<file path="config.mk">
export PLATFORM = sky130hd
export DESIGN_NAME = dual_dac_serial_load_control
export DESIGN_NICKNAME = d
export VERILOG_FILES = /design/src/design/dual_dac_serial_load_control.v /design/src/design/pin_sync.v /design/src/design/dac_code_regs.v
export VERILOG_INCLUDE_DIRS = /design/src /design/src/design
export SDC_FILE = /design/constraint.sdc
export NUM_CORES = 1
export LEC_CHECK = 0
export BUFFER_PORTS_ARGS = -buffer_cell sky130_fd_sc_hd__buf_2
export CORE_MARGIN = 10
export CORE_UTILIZATION = 50
export DETAILED_ROUTE_END_ITERATION = 7
export PLACE_DENSITY = 0.71
export SLEW_MARGIN = 20
export SYNTH_ARGS = -nofsm -noshare
export SYNTH_HDL_FRONTEND = slang
export SYNTH_SLANG_ARGS = --single-unit
</file>
<file path="constraint.sdc">
create_clock -name i_sys_clk -period 2.56 [get_ports i_sys_clk]
set_input_delay 0.64 -clock i_sys_clk [delete_from_list [all_inputs] [get_ports i_sys_clk]]
set_output_delay 0.64 -clock i_sys_clk [all_outputs]
set_load 0.03 [all_outputs]
</file>
<file path="src/design/dual_dac_map.vh">
// register offsets, field layouts and encodings of the dual dac load control
`ifndef DUAL_DAC_MAP_VH
`define DUAL_DAC_MAP_VH

// avalon byte offsets
`define REG_CTRL 5'h00
`define REG_STATUS 5'h04
`define REG_LAST_WORD 5'h08
`define REG_CODE_A 5'h0c
`define REG_CODE_B 5'h10
`define REG_FRAME_CNT 5'h14

// control register bits
`define CTRL_SOFT_CLEAR 0
`define CTRL_SOFT_LOAD 1
`define CTRL_FRAME_BLOCK 2

// status register bits
`define ST_ACTIVE 0
`define ST_CNT_LSB 1
`define ST_CNT_MSB 5
`define ST_NEW_A 8
`define ST_NEW_B 9
`define ST_SLEEP 10
`define ST_CHAIN 11
`define ST_BUF_A 12
`define ST_BUF_B 13
`define ST_CLEAR 14

// code registers: input code low half, output code high half
`define CODE_OUT_LSB 16

// command word layout
`define WORD_CHAN_BIT 15
`define WORD_PD_MSB 14
`define WORD_PD_LSB 13
`define WORD_DATA_MSB 11

// power-down modes
`define PD_NORMAL 2'h0
`define PD_PULL_1K 2'h1
`define PD_PULL_100K 2'h2
`define PD_HIZ 2'h3

`endif

</file>
<file path="src/design/dual_dac_serial_load_control.v">
// serial load control of a dual dac: frame receiver, buffering, pin control, avalon registers
//
// Functional notes
// RULE_01 - clear zeroes input and output registers
// RULE_02 - load-outputs copies input into output registers
// RULE_03 - one load pulse updates channels with new data
// RULE_04 - frame select fall starts a write frame
// RULE_05 - sample serial-in on next 16 clock falls
// RULE_06 - early frame end aborts, registers unchanged
// RULE_07 - sixteen-bit shift register, shifts on falling edges
// RULE_08 - host keeps shift clock at most 30 MHz
// RULE_09 - after a frame, ignore clock and data
// RULE_10 - bits leaving shift register go to serial-out
// RULE_11 - serial-out valid at the falling clock edge
// RULE_12 - cascade only while chain enable is high
// RULE_13 - sleep pin powers down both, outputs hi-z
// RULE_14 - per-channel pin selects buffered or unbuffered reference
// RULE_15 - output codes are straight binary of RES_BITS
// RULE_16 - word decodes to channel, power mode, data
// RULE_17 - clear acts at once, overrides any frame
//
// Implementation choices: register access over Avalon-MM and the register addresses.
`timescale 1ns/1ps
`include "dual_dac_map.vh"
module dual_dac_serial_load_control #(
    parameter RES_BITS = 12,
    parameter FRAME_BITS = 16
) (
    // clock and reset
    input wire i_sys_clk,
    input wire i_srst,
    // serial link pins
    input wire i_frame_n,
    input wire i_sclk,
    input wire i_sdin,
    output wire o_serial_out,
    output wire o_serial_out_en,
    // control pins
    input wire i_clear_n,
    input wire i_load_outputs_n,
    input wire i_chain_enable,
    input wire i_hw_sleep_n,
    input wire i_buf_a,
    input wire i_buf_b,
    // avalon-mm slave
    input wire [4:0] i_avs_address,
    input wire i_avs_read,
    input wire i_avs_write,
    input wire [31:0] i_avs_writedata,
    input wire [3:0] i_avs_byteenable,
    output wire [31:0] o_avs_readdata,
    output wire o_avs_waitrequest,
    // converter side
    output wire [RES_BITS-1:0] o_code_a,
    output wire [RES_BITS-1:0] o_code_b,
    output reg [1:0] o_pd_mode_a,
    output reg [1:0] o_pd_mode_b,
    output reg o_out_hiz_a,
    output reg o_out_hiz_b,
    output reg o_ref_buffered_a,
    output reg o_ref_buffered_b
);
    localparam CW = 5;
    localparam [31:0] FRAME_W = FRAME_BITS;
    localparam [31:0] LAST_W = FRAME_BITS - 1;
    localparam [CW-1:0] LAST_BIT = LAST_W[CW-1:0];
    localparam [CW-1:0] FULL_CNT = FRAME_W[CW-1:0];
    localparam [CW-1:0] MAX_CNT = {CW{1'b1}};

    // pins into the clock domain
    wire frame_n_s;
    wire sclk_s;
    wire sdin_s;
    wire clear_n_s;
    wire load_n_s;
    wire chain_s;
    wire sleep_n_s;
    wire buf_a_s;
    wire buf_b_s;

    pin_sync #(
        .W(9),
        .RST_VAL(9'h1b4)
    ) u_pin_sync (
        .i_sys_clk(i_sys_clk),
        .i_srst(i_srst),
        .i_async({i_frame_n, i_sclk, i_sdin, i_clear_n, i_load_outputs_n,
                  i_chain_enable, i_hw_sleep_n, i_buf_a, i_buf_b}),
        .o_sync({frame_n_s, sclk_s, sdin_s, clear_n_s, load_n_s,
                 chain_s, sleep_n_s, buf_a_s, buf_b_s})
    );

    // software control
    reg soft_clear_q;
    reg soft_load_q;
    reg frame_block_q;
    wire clear_all = ~clear_n_s | soft_clear_q;
    wire load_all = ~load_n_s | soft_load_q;

    // edge detection on synchronised levels
    reg frame_prev_q;
    reg sclk_prev_q;
    wire frame_fall = frame_prev_q & ~frame_n_s;
    wire frame_rise = ~frame_prev_q & frame_n_s;
    wire sclk_fall = sclk_prev_q & ~sclk_s;

    // frame receiver state
    reg active_q;
    reg active_d;
    reg [CW-1:0] cnt_q;
    reg [CW-1:0] cnt_d;
    reg [FRAME_BITS-1:0] sh_q;
    reg [FRAME_BITS-1:0] sh_d;
    reg sdo_q;
    reg sdo_d;
    reg commit_d;
    reg abort_d;
    reg [FRAME_BITS-1:0] word_d;
    reg commit_q;
    reg [FRAME_BITS-1:0] word_q;
    reg [15:0] done_cnt_q;
    reg [15:0] abort_cnt_q;

    always @* begin
        active_d = active_q;
        cnt_d = cnt_q;
        sh_d = sh_q;
        sdo_d = sdo_q;
        commit_d = 1'b0;
        abort_d = 1'b0;
        word_d = sh_q;
        if (clear_all) begin
            active_d = 1'b0; // [RULE_17]
        end else if (frame_fall && !frame_block_q) begin
            active_d = 1'b1; // [RULE_04]
            cnt_d = {CW{1'b0}};
        end else if (frame_rise && active_q) begin
            active_d = 1'b0;
            if (chain_s && cnt_q >= FULL_CNT) begin
                commit_d = 1'b1; // [RULE_12]
            end else begin
                abort_d = 1'b1; // [RULE_06]
            end
        end else if (active_q && sclk_fall && !frame_n_s) begin
            sh_d = {sh_q[FRAME_BITS-2:0], sdin_s}; // [RULE_05] [RULE_07]
            // next bit to leave stands before the following fall
            sdo_d = sh_q[FRAME_BITS-2]; // [RULE_10] [RULE_11]
            if (cnt_q != MAX_CNT) cnt_d = cnt_q + 1'b1;
            if (!chain_s && cnt_q == LAST_BIT) begin
                commit_d = 1'b1;
                word_d = sh_d;
                active_d = 1'b0; // [RULE_09]
            end
        end
    end

    always @(posedge i_sys_clk) begin
        if (i_srst) begin
            frame_prev_q <= 1'b1;
            sclk_prev_q <= 1'b1;
            active_q <= 1'b0;
            cnt_q <= {CW{1'b0}};
            sh_q <= {FRAME_BITS{1'b0}};
            sdo_q <= 1'b0;
            commit_q <= 1'b0;
            word_q <= {FRAME_BITS{1'b0}};
            done_cnt_q <= 16'h0000;
            abort_cnt_q <= 16'h0000;
        end else begin
            frame_prev_q <= frame_n_s;
            sclk_prev_q <= sclk_s;
            active_q <= active_d;
            cnt_q <= cnt_d;
            sh_q <= sh_d;
            sdo_q <= sdo_d;
            commit_q <= commit_d & ~clear_all;
            if (commit_d) begin
                word_q <= word_d;
                done_cnt_q <= done_cnt_q + 16'h0001;
            end
            if (abort_d) abort_cnt_q <= abort_cnt_q + 16'h0001;
        end
    end

    assign o_serial_out = sdo_q;
    assign o_serial_out_en = chain_s; // [RULE_12]

    // word decode
    wire word_sel_b = word_q[`WORD_CHAN_BIT]; // [RULE_16]
    wire [1:0] word_pd = word_q[`WORD_PD_MSB:`WORD_PD_LSB];
    wire [RES_BITS-1:0] word_code = word_q[`WORD_DATA_MSB -: RES_BITS]; // [RULE_15]

    wire [RES_BITS-1:0] in_a;
    wire [RES_BITS-1:0] in_b;
    wire new_a;
    wire new_b;

    dac_code_regs #(
        .W(RES_BITS)
    ) u_code_regs (
        .i_sys_clk(i_sys_clk),
        .i_srst(i_srst),
        .i_clear(clear_all), // [RULE_01]
        .i_load(load_all), // [RULE_02] [RULE_03]
        .i_wr_stb(commit_q),
        .i_wr_sel_b(word_sel_b),
        .i_wr_code(word_code),
        .o_in_a(in_a),
        .o_in_b(in_b),
        .o_out_a(o_code_a),
        .o_out_b(o_code_b),
        .o_new_a(new_a),
        .o_new_b(new_b)
    );

    // power-down state and pin-driven outputs
    reg [1:0] pd_a_q;
    reg [1:0] pd_b_q;

    always @(posedge i_sys_clk) begin
        if (i_srst) begin
            pd_a_q <= `PD_NORMAL;
            pd_b_q <= `PD_NORMAL;
            o_pd_mode_a <= `PD_NORMAL;
            o_pd_mode_b <= `PD_NORMAL;
            o_out_hiz_a <= 1'b0;
            o_out_hiz_b <= 1'b0;
            o_ref_buffered_a <= 1'b0;
            o_ref_buffered_b <= 1'b0;
        end else begin
            if (commit_q && !word_sel_b) pd_a_q <= word_pd; // [RULE_16]
            if (commit_q && word_sel_b) pd_b_q <= word_pd;
            o_pd_mode_a <= sleep_n_s ? pd_a_q : `PD_HIZ; // [RULE_13]
            o_pd_mode_b <= sleep_n_s ? pd_b_q : `PD_HIZ;
            o_out_hiz_a <= ~sleep_n_s | (pd_a_q == `PD_HIZ);
            o_out_hiz_b <= ~sleep_n_s | (pd_b_q == `PD_HIZ);
            o_ref_buffered_a <= buf_a_s; // [RULE_14]
            o_ref_buffered_b <= buf_b_s;
        end
    end

    // avalon slave: one wait state, then read data from a flop
    reg ack_q;
    reg [31:0] rdata_q;
    reg [31:0] rdata_d;
    wire req = i_avs_read | i_avs_write;
    wire wr_take = i_avs_write & ack_q;

    assign o_avs_waitrequest = req & ~ack_q;
    assign o_avs_readdata = rdata_q;

    always @* begin
        rdata_d = 32'h0000_0000;
        if (i_avs_address == `REG_CTRL) begin
            rdata_d[`CTRL_FRAME_BLOCK] = frame_block_q;
        end else if (i_avs_address == `REG_STATUS) begin
            rdata_d[`ST_ACTIVE] = active_q;
            rdata_d[`ST_CNT_MSB:`ST_CNT_LSB] = cnt_q;
            rdata_d[`ST_NEW_A] = new_a;
            rdata_d[`ST_NEW_B] = new_b;
            rdata_d[`ST_SLEEP] = ~sleep_n_s;
            rdata_d[`ST_CHAIN] = chain_s;
            rdata_d[`ST_BUF_A] = buf_a_s;
            rdata_d[`ST_BUF_B] = buf_b_s;
            rdata_d[`ST_CLEAR] = ~clear_n_s;
        end else if (i_avs_address == `REG_LAST_WORD) begin
            rdata_d[FRAME_BITS-1:0] = word_q;
        end else if (i_avs_address == `REG_CODE_A) begin
            rdata_d[RES_BITS-1:0] = in_a;
            rdata_d[`CODE_OUT_LSB +: RES_BITS] = o_code_a;
        end else if (i_avs_address == `REG_CODE_B) begin
            rdata_d[RES_BITS-1:0] = in_b;
            rdata_d[`CODE_OUT_LSB +: RES_BITS] = o_code_b;
        end else if (i_avs_address == `REG_FRAME_CNT) begin
            rdata_d = {abort_cnt_q, done_cnt_q};
        end
    end

    always @(posedge i_sys_clk) begin
        if (i_srst) begin
            ack_q <= 1'b0;
            rdata_q <= 32'h0000_0000;
            soft_clear_q <= 1'b0;
            soft_load_q <= 1'b0;
            frame_block_q <= 1'b0;
        end else begin
            ack_q <= req & ~ack_q;
            if (i_avs_read && !ack_q) rdata_q <= rdata_d;
            soft_clear_q <= 1'b0;
            soft_load_q <= 1'b0;
            if (wr_take && i_avs_address == `REG_CTRL && i_avs_byteenable[0]) begin
                soft_clear_q <= i_avs_writedata[`CTRL_SOFT_CLEAR];
                soft_load_q <= i_avs_writedata[`CTRL_SOFT_LOAD];
                frame_block_q <= i_avs_writedata[`CTRL_FRAME_BLOCK];
            end
        end
    end
endmodule // dual_dac_serial_load_control

</file>
<file path="src/design/pin_sync.v">
// two-flop synchroniser for a group of asynchronous pins
`timescale 1ns/1ps
module pin_sync #(
    parameter W = 1,
    parameter [W-1:0] RST_VAL = {W{1'b0}}
) (
    // clock and reset
    input wire i_sys_clk,
    input wire i_srst,
    // pins in, synchronised levels out
    input wire [W-1:0] i_async,
    output wire [W-1:0] o_sync
);
    reg [W-1:0] meta_q;
    reg [W-1:0] sync_q;

    always @(posedge i_sys_clk) begin
        if (i_srst) begin
            meta_q <= RST_VAL;
            sync_q <= RST_VAL;
        end else begin
            meta_q <= i_async;
            sync_q <= meta_q;
        end
    end

    assign o_sync = sync_q;
endmodule // pin_sync

</file>
<file path="src/design/dac_code_regs.v">
// double-buffered input and output code registers of both channels
`timescale 1ns/1ps
module dac_code_regs #(
    parameter W = 12
) (
    // clock and reset
    input wire i_sys_clk,
    input wire i_srst,
    // control
    input wire i_clear,
    input wire i_load,
    // word write
    input wire i_wr_stb,
    input wire i_wr_sel_b,
    input wire [W-1:0] i_wr_code,
    // register contents
    output reg [W-1:0] o_in_a,
    output reg [W-1:0] o_in_b,
    output reg [W-1:0] o_out_a,
    output reg [W-1:0] o_out_b,
    output reg o_new_a,
    output reg o_new_b
);
    wire wr_a = i_wr_stb & ~i_wr_sel_b;
    wire wr_b = i_wr_stb & i_wr_sel_b;
    wire [W-1:0] in_a_d = wr_a ? i_wr_code : o_in_a;
    wire [W-1:0] in_b_d = wr_b ? i_wr_code : o_in_b;

    always @(posedge i_sys_clk) begin
        if (i_srst || i_clear) begin
            o_in_a <= {W{1'b0}}; // [RULE_01] [RULE_17]
            o_in_b <= {W{1'b0}};
            o_out_a <= {W{1'b0}};
            o_out_b <= {W{1'b0}};
            o_new_a <= 1'b0;
            o_new_b <= 1'b0;
        end else begin
            o_in_a <= in_a_d;
            o_in_b <= in_b_d;
            // a word landing during a held load passes straight through
            if (i_load) begin
                if (o_new_a || wr_a) o_out_a <= in_a_d; // [RULE_02] [RULE_03]
                if (o_new_b || wr_b) o_out_b <= in_b_d;
                o_new_a <= 1'b0;
                o_new_b <= 1'b0;
            end else begin
                o_new_a <= o_new_a | wr_a;
                o_new_b <= o_new_b | wr_b;
            end
        end
    end
endmodule // dac_code_regs

</file>
# After elaboration in Yosys (flattened, before gate mapping)
# Cells that the tools add are included.
[word_totals] ff_bits=190 in_bits=54
[op_classes] n_bitwise=27 addsub=3 eq_ne=10 order_cmp=1 n_reduce_logical=32 muxes=45
[ops] operator="16-bit two-way mux" n=7
[ops] operator="12-bit two-way mux" n=6
[ops] operator="16-bit by 1-bit adder with 16-bit output (second input constant)" n=2
[ops] operator="32-bit two-way mux" n=1
[ops] operator="29-bit two-way mux" n=1
[ops] operator="5-bit two-way mux" n=4
[ops] operator="17-bit two-way mux" n=1
[ops] operator="4-bit two-way mux" n=4
[ops] operator="5-bit by 4-bit equality test with 1-bit output (second input constant)" n=3
[ops] operator="1-bit two-way mux" n=15
[ops] operator="1-bit NOT" n=12
[ops] operator="1-bit logical AND" n=11
[ops] operator="5-bit equality test (second input constant)" n=2
[ops] operator="1-bit bitwise AND" n=8
[ops] operator="2-bit two-way mux" n=4
[ops] operator="4-bit AND reduction" n=2
[ops] operator="7-bit two-way mux" n=1
[ops] operator="1-bit OR" n=7
[ops] operator="6-bit two-way mux" n=1
[ops] operator="2-bit AND reduction" n=3
[ops] operator="3-bit nonzero test" n=2
[ops] operator="2-bit OR reduction" n=3
[ops] operator="5-bit by 1-bit adder with 5-bit output (second input constant)" n=1
[ops] operator="5-bit by 3-bit equality test with 1-bit output (second input constant)" n=1
[ops] operator="8 further kinds" n=16

# Depth between registers and ports, before layout
[logic_depth] depth_word=9 depth_mapped=9

# By module
# From an unflattened synthesis, not the netlist that was laid out.
[hier_totals] hier_cells=867 area_unflattened_um2=8277.9
[by_module_without_submodules] module="dual_dac_serial_load_control" cells_each=646 n_inst=1 seq_area_each_um2=2422.3 area_each_um2=5821.8
[by_module_without_submodules] module="dac_code_regs" cells_each=184 n_inst=1 seq_area_each_um2=1001.0 area_each_um2=1951.9
[by_module_without_submodules] module="pin_sync" cells_each=37 n_inst=1 seq_area_each_um2=360.3 area_each_um2=504.2

# Least setup slack after synthesis
# OpenSTA, ideal clock, no wires.
[synth_path] kind="register -> register" start="reg cnt_q[0]" end="reg done_cnt_q[11]" path_stages_with_launch=10 arrival_ns=2.206 synth_period_minus_slack_ns=2.276 setup_ns=0.070 slack_ns=0.284 path_cell_list="dfxtp_1 -> ha_1 -> and3_1 -> ha_1 -> nand2b_1 -> o21a_1 -> or4_4 -> buf_6 -> or3_1 -> a21oi_1"
[synth_via] elab_chain_len=7 word_cells_on_any_way=10 cone_classes="order compare: 1; eq/ne: 1; mux: 6; reduce/logical: 2"
[synth_rtl] element="start, declared" line="dual_dac_serial_load_control.v:110" source="reg [CW-1:0] cnt_q;"
[synth_rtl] element="start signal, assigned" line="dual_dac_serial_load_control.v:162" source="cnt_q <= {CW{1'b0}};"
[synth_rtl] element="start signal, assigned" line="dual_dac_serial_load_control.v:173" source="cnt_q <= cnt_d;"
[synth_rtl] element="parallel branches: the longest is 4 deep, another holds 5-bit >= comparator"
[synth_rtl] element="1-bit two-way mux *" line="dual_dac_serial_load_control.v:137" source="end else if (frame_rise && active_q) begin"
[synth_rtl] element="1-bit two-way mux *" line="dual_dac_serial_load_control.v:134" source="end else if (frame_fall && !frame_block_q) begin"
[synth_rtl] element="1-bit two-way mux *" line="dual_dac_serial_load_control.v:132" source="if (clear_all) begin"
[synth_rtl] element="end signal, assigned" line="dual_dac_serial_load_control.v:179" source="done_cnt_q <= done_cnt_q + 16'h0001;"
[synth_rtl] element="end, declared" line="dual_dac_serial_load_control.v:121" source="reg [15:0] done_cnt_q;"
# Mark *: on every way between the ends.
# A chain may end at the register's enable or synchronous reset.

# Worst setup path in the final report
[layout_path] start="reg cnt_q[1]" end="reg done_cnt_q[8]"
# Same word-level chain as after synthesis.

==> run metrics <==
outcome finished clean; synth-to-layout area growth 17.0%; largest net degree at the start of global routing 40; Max Cap Viol 0; CP top delay family simple AND/OR/NAND/NOR gates; vias post-DR 6477; critical path, cell by cell ha_1 -> and3_1 -> ha_1 -> nand2b_1 -> o21a_1 -> or4b_4 -> or3_1 -> a21oi_1; Via density 5.64; DP HPWL 14.6 mm; Syn Inst Count 866; fillers 1363; # H-tree levels 4; Antenna Nets Post-Route 0; prevailing post-synth register cell dfxtp_1; Synth area leader dfxtp_1; Final Hold Violating Endpoints 0; IO Port Bufs 88; total CTS buffers 17; worst-margin pin slew 1030 ps; Max VDD drop 0.475 mV; placed insts 1114; post-route setup slack 165 ps; Final Power 5.87 mW; DRC 0; Ys Warns 0; post-route clock period utilization 93.6%; asr flop ratio synth 0%; Skew-Pair Late Insertion Delay 440 ps; register bit count reported by yosys 189; Setup Slack @ Placement 90.6 ps; Total Wirelength 20.0 mm; hold depth 2; final std cells w/o fill 1148; Syn Nets 925; initial antenna violation count 4; number of global-route vias before repair 6133; crit path time final 2400 ps; Buf/Inv on CP 0; Core ar. 0.0151 sq mm; worst-case reg-to-reg path depth 8; Post-synth EDFFs 0; root buf cell clkbuf_16; GR Overflow Total 0; Worst-path clk slew 70 ps; kind of start point of the critical path register; clock tree buffer depth 2; Syn Std Cell Area 0.00766 sq mm; WP data required 2920 ps; clk_skew 9.24 ps; RSZ-0062 raised after global routing no; Ports 121; slowest stage delay, CP 590 ps; Netlist cell types 49; Synth top area share 49.4%; Crit Path Max Fanout 10; CTS Sinks 189; slew margin rel. 31.4%; setup_tns 0 ps; slowest CP cell or4b_4; setup violators final 0; power per cell area 655 mW/mm^2; Die Span Y 144 um; fin nets 1004; Crit path depth 8; Syn Area/Cell 8.84 sq um; sequential share of the synthesized area 49.4%; row count 45; 1st-iter DRT viols 527; Tot GR Track Use 19.8%; drt wl/cell 17.4 um; CTS tree done; layout cells sized above 1 17.5%; Fmax 417 MHz; Routability Congestion 0.936; iteration count of the initial detailed-routing pass 5; crit path DAT 2760 ps; cts hold-fix bufs 0; Initial Utilization 50.7%; ranking of synthesized cells by area dfxtp_1, mux2i_1, nor2_1, a211oi_1, nand2_1; Crit Path Class register to register; final count of pins violating max slew 0; worst min-delay path class primary input to register; Die Area 0.0207 sq mm; Chip Width 144 um; Worst Setup End Kind register; global-route wire length before repair 32.5 mm; Pleak 3.63 nW; most used cell, CP ha_1
==> synth_stat cells (5+ instances only) <==
master	n
a211oi_1	42
a21oi_1	51
a22oi_1	16
a32o_1	8
and2_1	7
and3_1	8
buf_1	8
clkbuf_1	47
dfxtp_1	189
ha_1	5
inv_1	10
mux2i_1	59
nand2_1	74
nand2b_1	10
nand3_1	20
nand4_1	9
nor2_1	135
nor2b_1	19
nor3_1	11
o21ai_0	39
o22ai_1	20
or2_2	14
or3_1	11
xor2_1	16
==> final cells by class <==
| type | count | area [sq um] | area share, % |
|---|---|---|---|
| Antenna cell | 2 | 5.00 | 0.0559 |
| Clock buffer | 20 | 447 | 4.99 |
| Clock inverter | 12 | 136 | 1.52 |
| Inverter | 10 | 37.5 | 0.419 |
| Multi-Input combinational cell | 610 | 3640 | 40.6 |
| Sequential cell | 189 | 3780 | 42.3 |
| Tap cell | 188 | 235 | 2.63 |
| Timing Repair Buffer | 117 | 673 | 7.52 |
==> report_power, final <==
part	switching, mW	internal [mW]
Combinational	0.186	0.0897
Clock	1.13	1.47
Sequential	0.0167	2.97
==> layer usage <==
metal  share of wire, %  track usage [%]  routed length (um)  vias to the layer above
li1                   -                -                   -                     3210
met1                 45             26.0                9080                     3048
met2                 46             31.2                9100                      184
met3                7.2             5.05                1450                       31
met4                1.7             5.96                 342                        4
met5               0.11                0                  21                        -
==> through the flow <==
step                      area, sq um  hold slack [ps]  utilization [%]
after floorplan                  7660              389                -
after global placement           8350              392             55.3
after detailed placement         8350              394             55.3
after CTS                        8930              376             59.2
after global routing             8950              373             59.3
final                            8960              386             59.4
==> worst register-to-register path: cells and delay by family, from the launching register on <==
kind / cells / cell delay (ps)
and+or+nand+nor: 4 / 1210
adders and majority gates: 2 / 350
AOI/OAI and AO/OA: 2 / 370
DFF: 1 / 390
==> registers in the layout (all words and copies together), names as in the netlist, 2 cells and up <==
register             flops
abort_cnt_q             16
cnt_q                    5
done_cnt_q              16
o_avs_readdata          32
o_pd_mode_a              2
o_pd_mode_b              2
pd_a_q                   2
pd_b_q                   2
sh_q                    16
u_code_regs.o_in_a      12
u_code_regs.o_in_b      12
u_code_regs.o_out_a     12
u_code_regs.o_out_b     12
u_pin_sync.meta_q        9
u_pin_sync.o_sync        9
word_q                  16
==> timing repair <==
item                       CTS  global route
resized for setup            0             2
setup endpoints to repair    0             7
buffers inserted             0             0
==> placed cells by master, fill, tap and decap left out, types with 10 or more instances in the layout <==
master       n
inv_1       10
nand2_1     74
nor2b_1     19
a22oi_1     16
buf_4       29
or3_1       11
clkbuf_16   17
o21ai_0     39
a211oi_1    41
nand3_1     20
or2_2       14
dfxtp_1    188
xor2_1      16
nand2b_1    10
buf_2       87
nor2_1     135
nor3_1      10
mux2i_1     59
a21oi_1     51
o22ai_1     20
==> cells by family after synthesis <==
group                      after synthesis  share of synthesized area (%)
AOI/OAI and AO/OA                      193                           16.1
xor gates and xnor gates                20                           2.29
adders and majority gates                5                          0.817
buffers and inverters                   67                           3.40
DFF                                    189                           49.4
muxes                                   59                           7.71
and+or+nand+nor                        333                           20.3
==> worst paths after layout <==
path	from	to	slack (ps)
hold / removal	i_frame_n	u_pin_sync.meta_q[8]$_SDFF_PP1_	390
setup reg to reg	cnt_q[1]$_SDFFE_PP0P_	done_cnt_q[8]$_SDFFE_PP0P_	160
hold reg to reg	u_pin_sync.meta_q[4]$_SDFF_PP1_	u_pin_sync.o_sync[4]$_SDFF_PP1_	410
setup / recovery	cnt_q[1]$_SDFFE_PP0P_	done_cnt_q[8]$_SDFFE_PP0P_	160
Note: power is estimated with default switching activity, not from simulation.
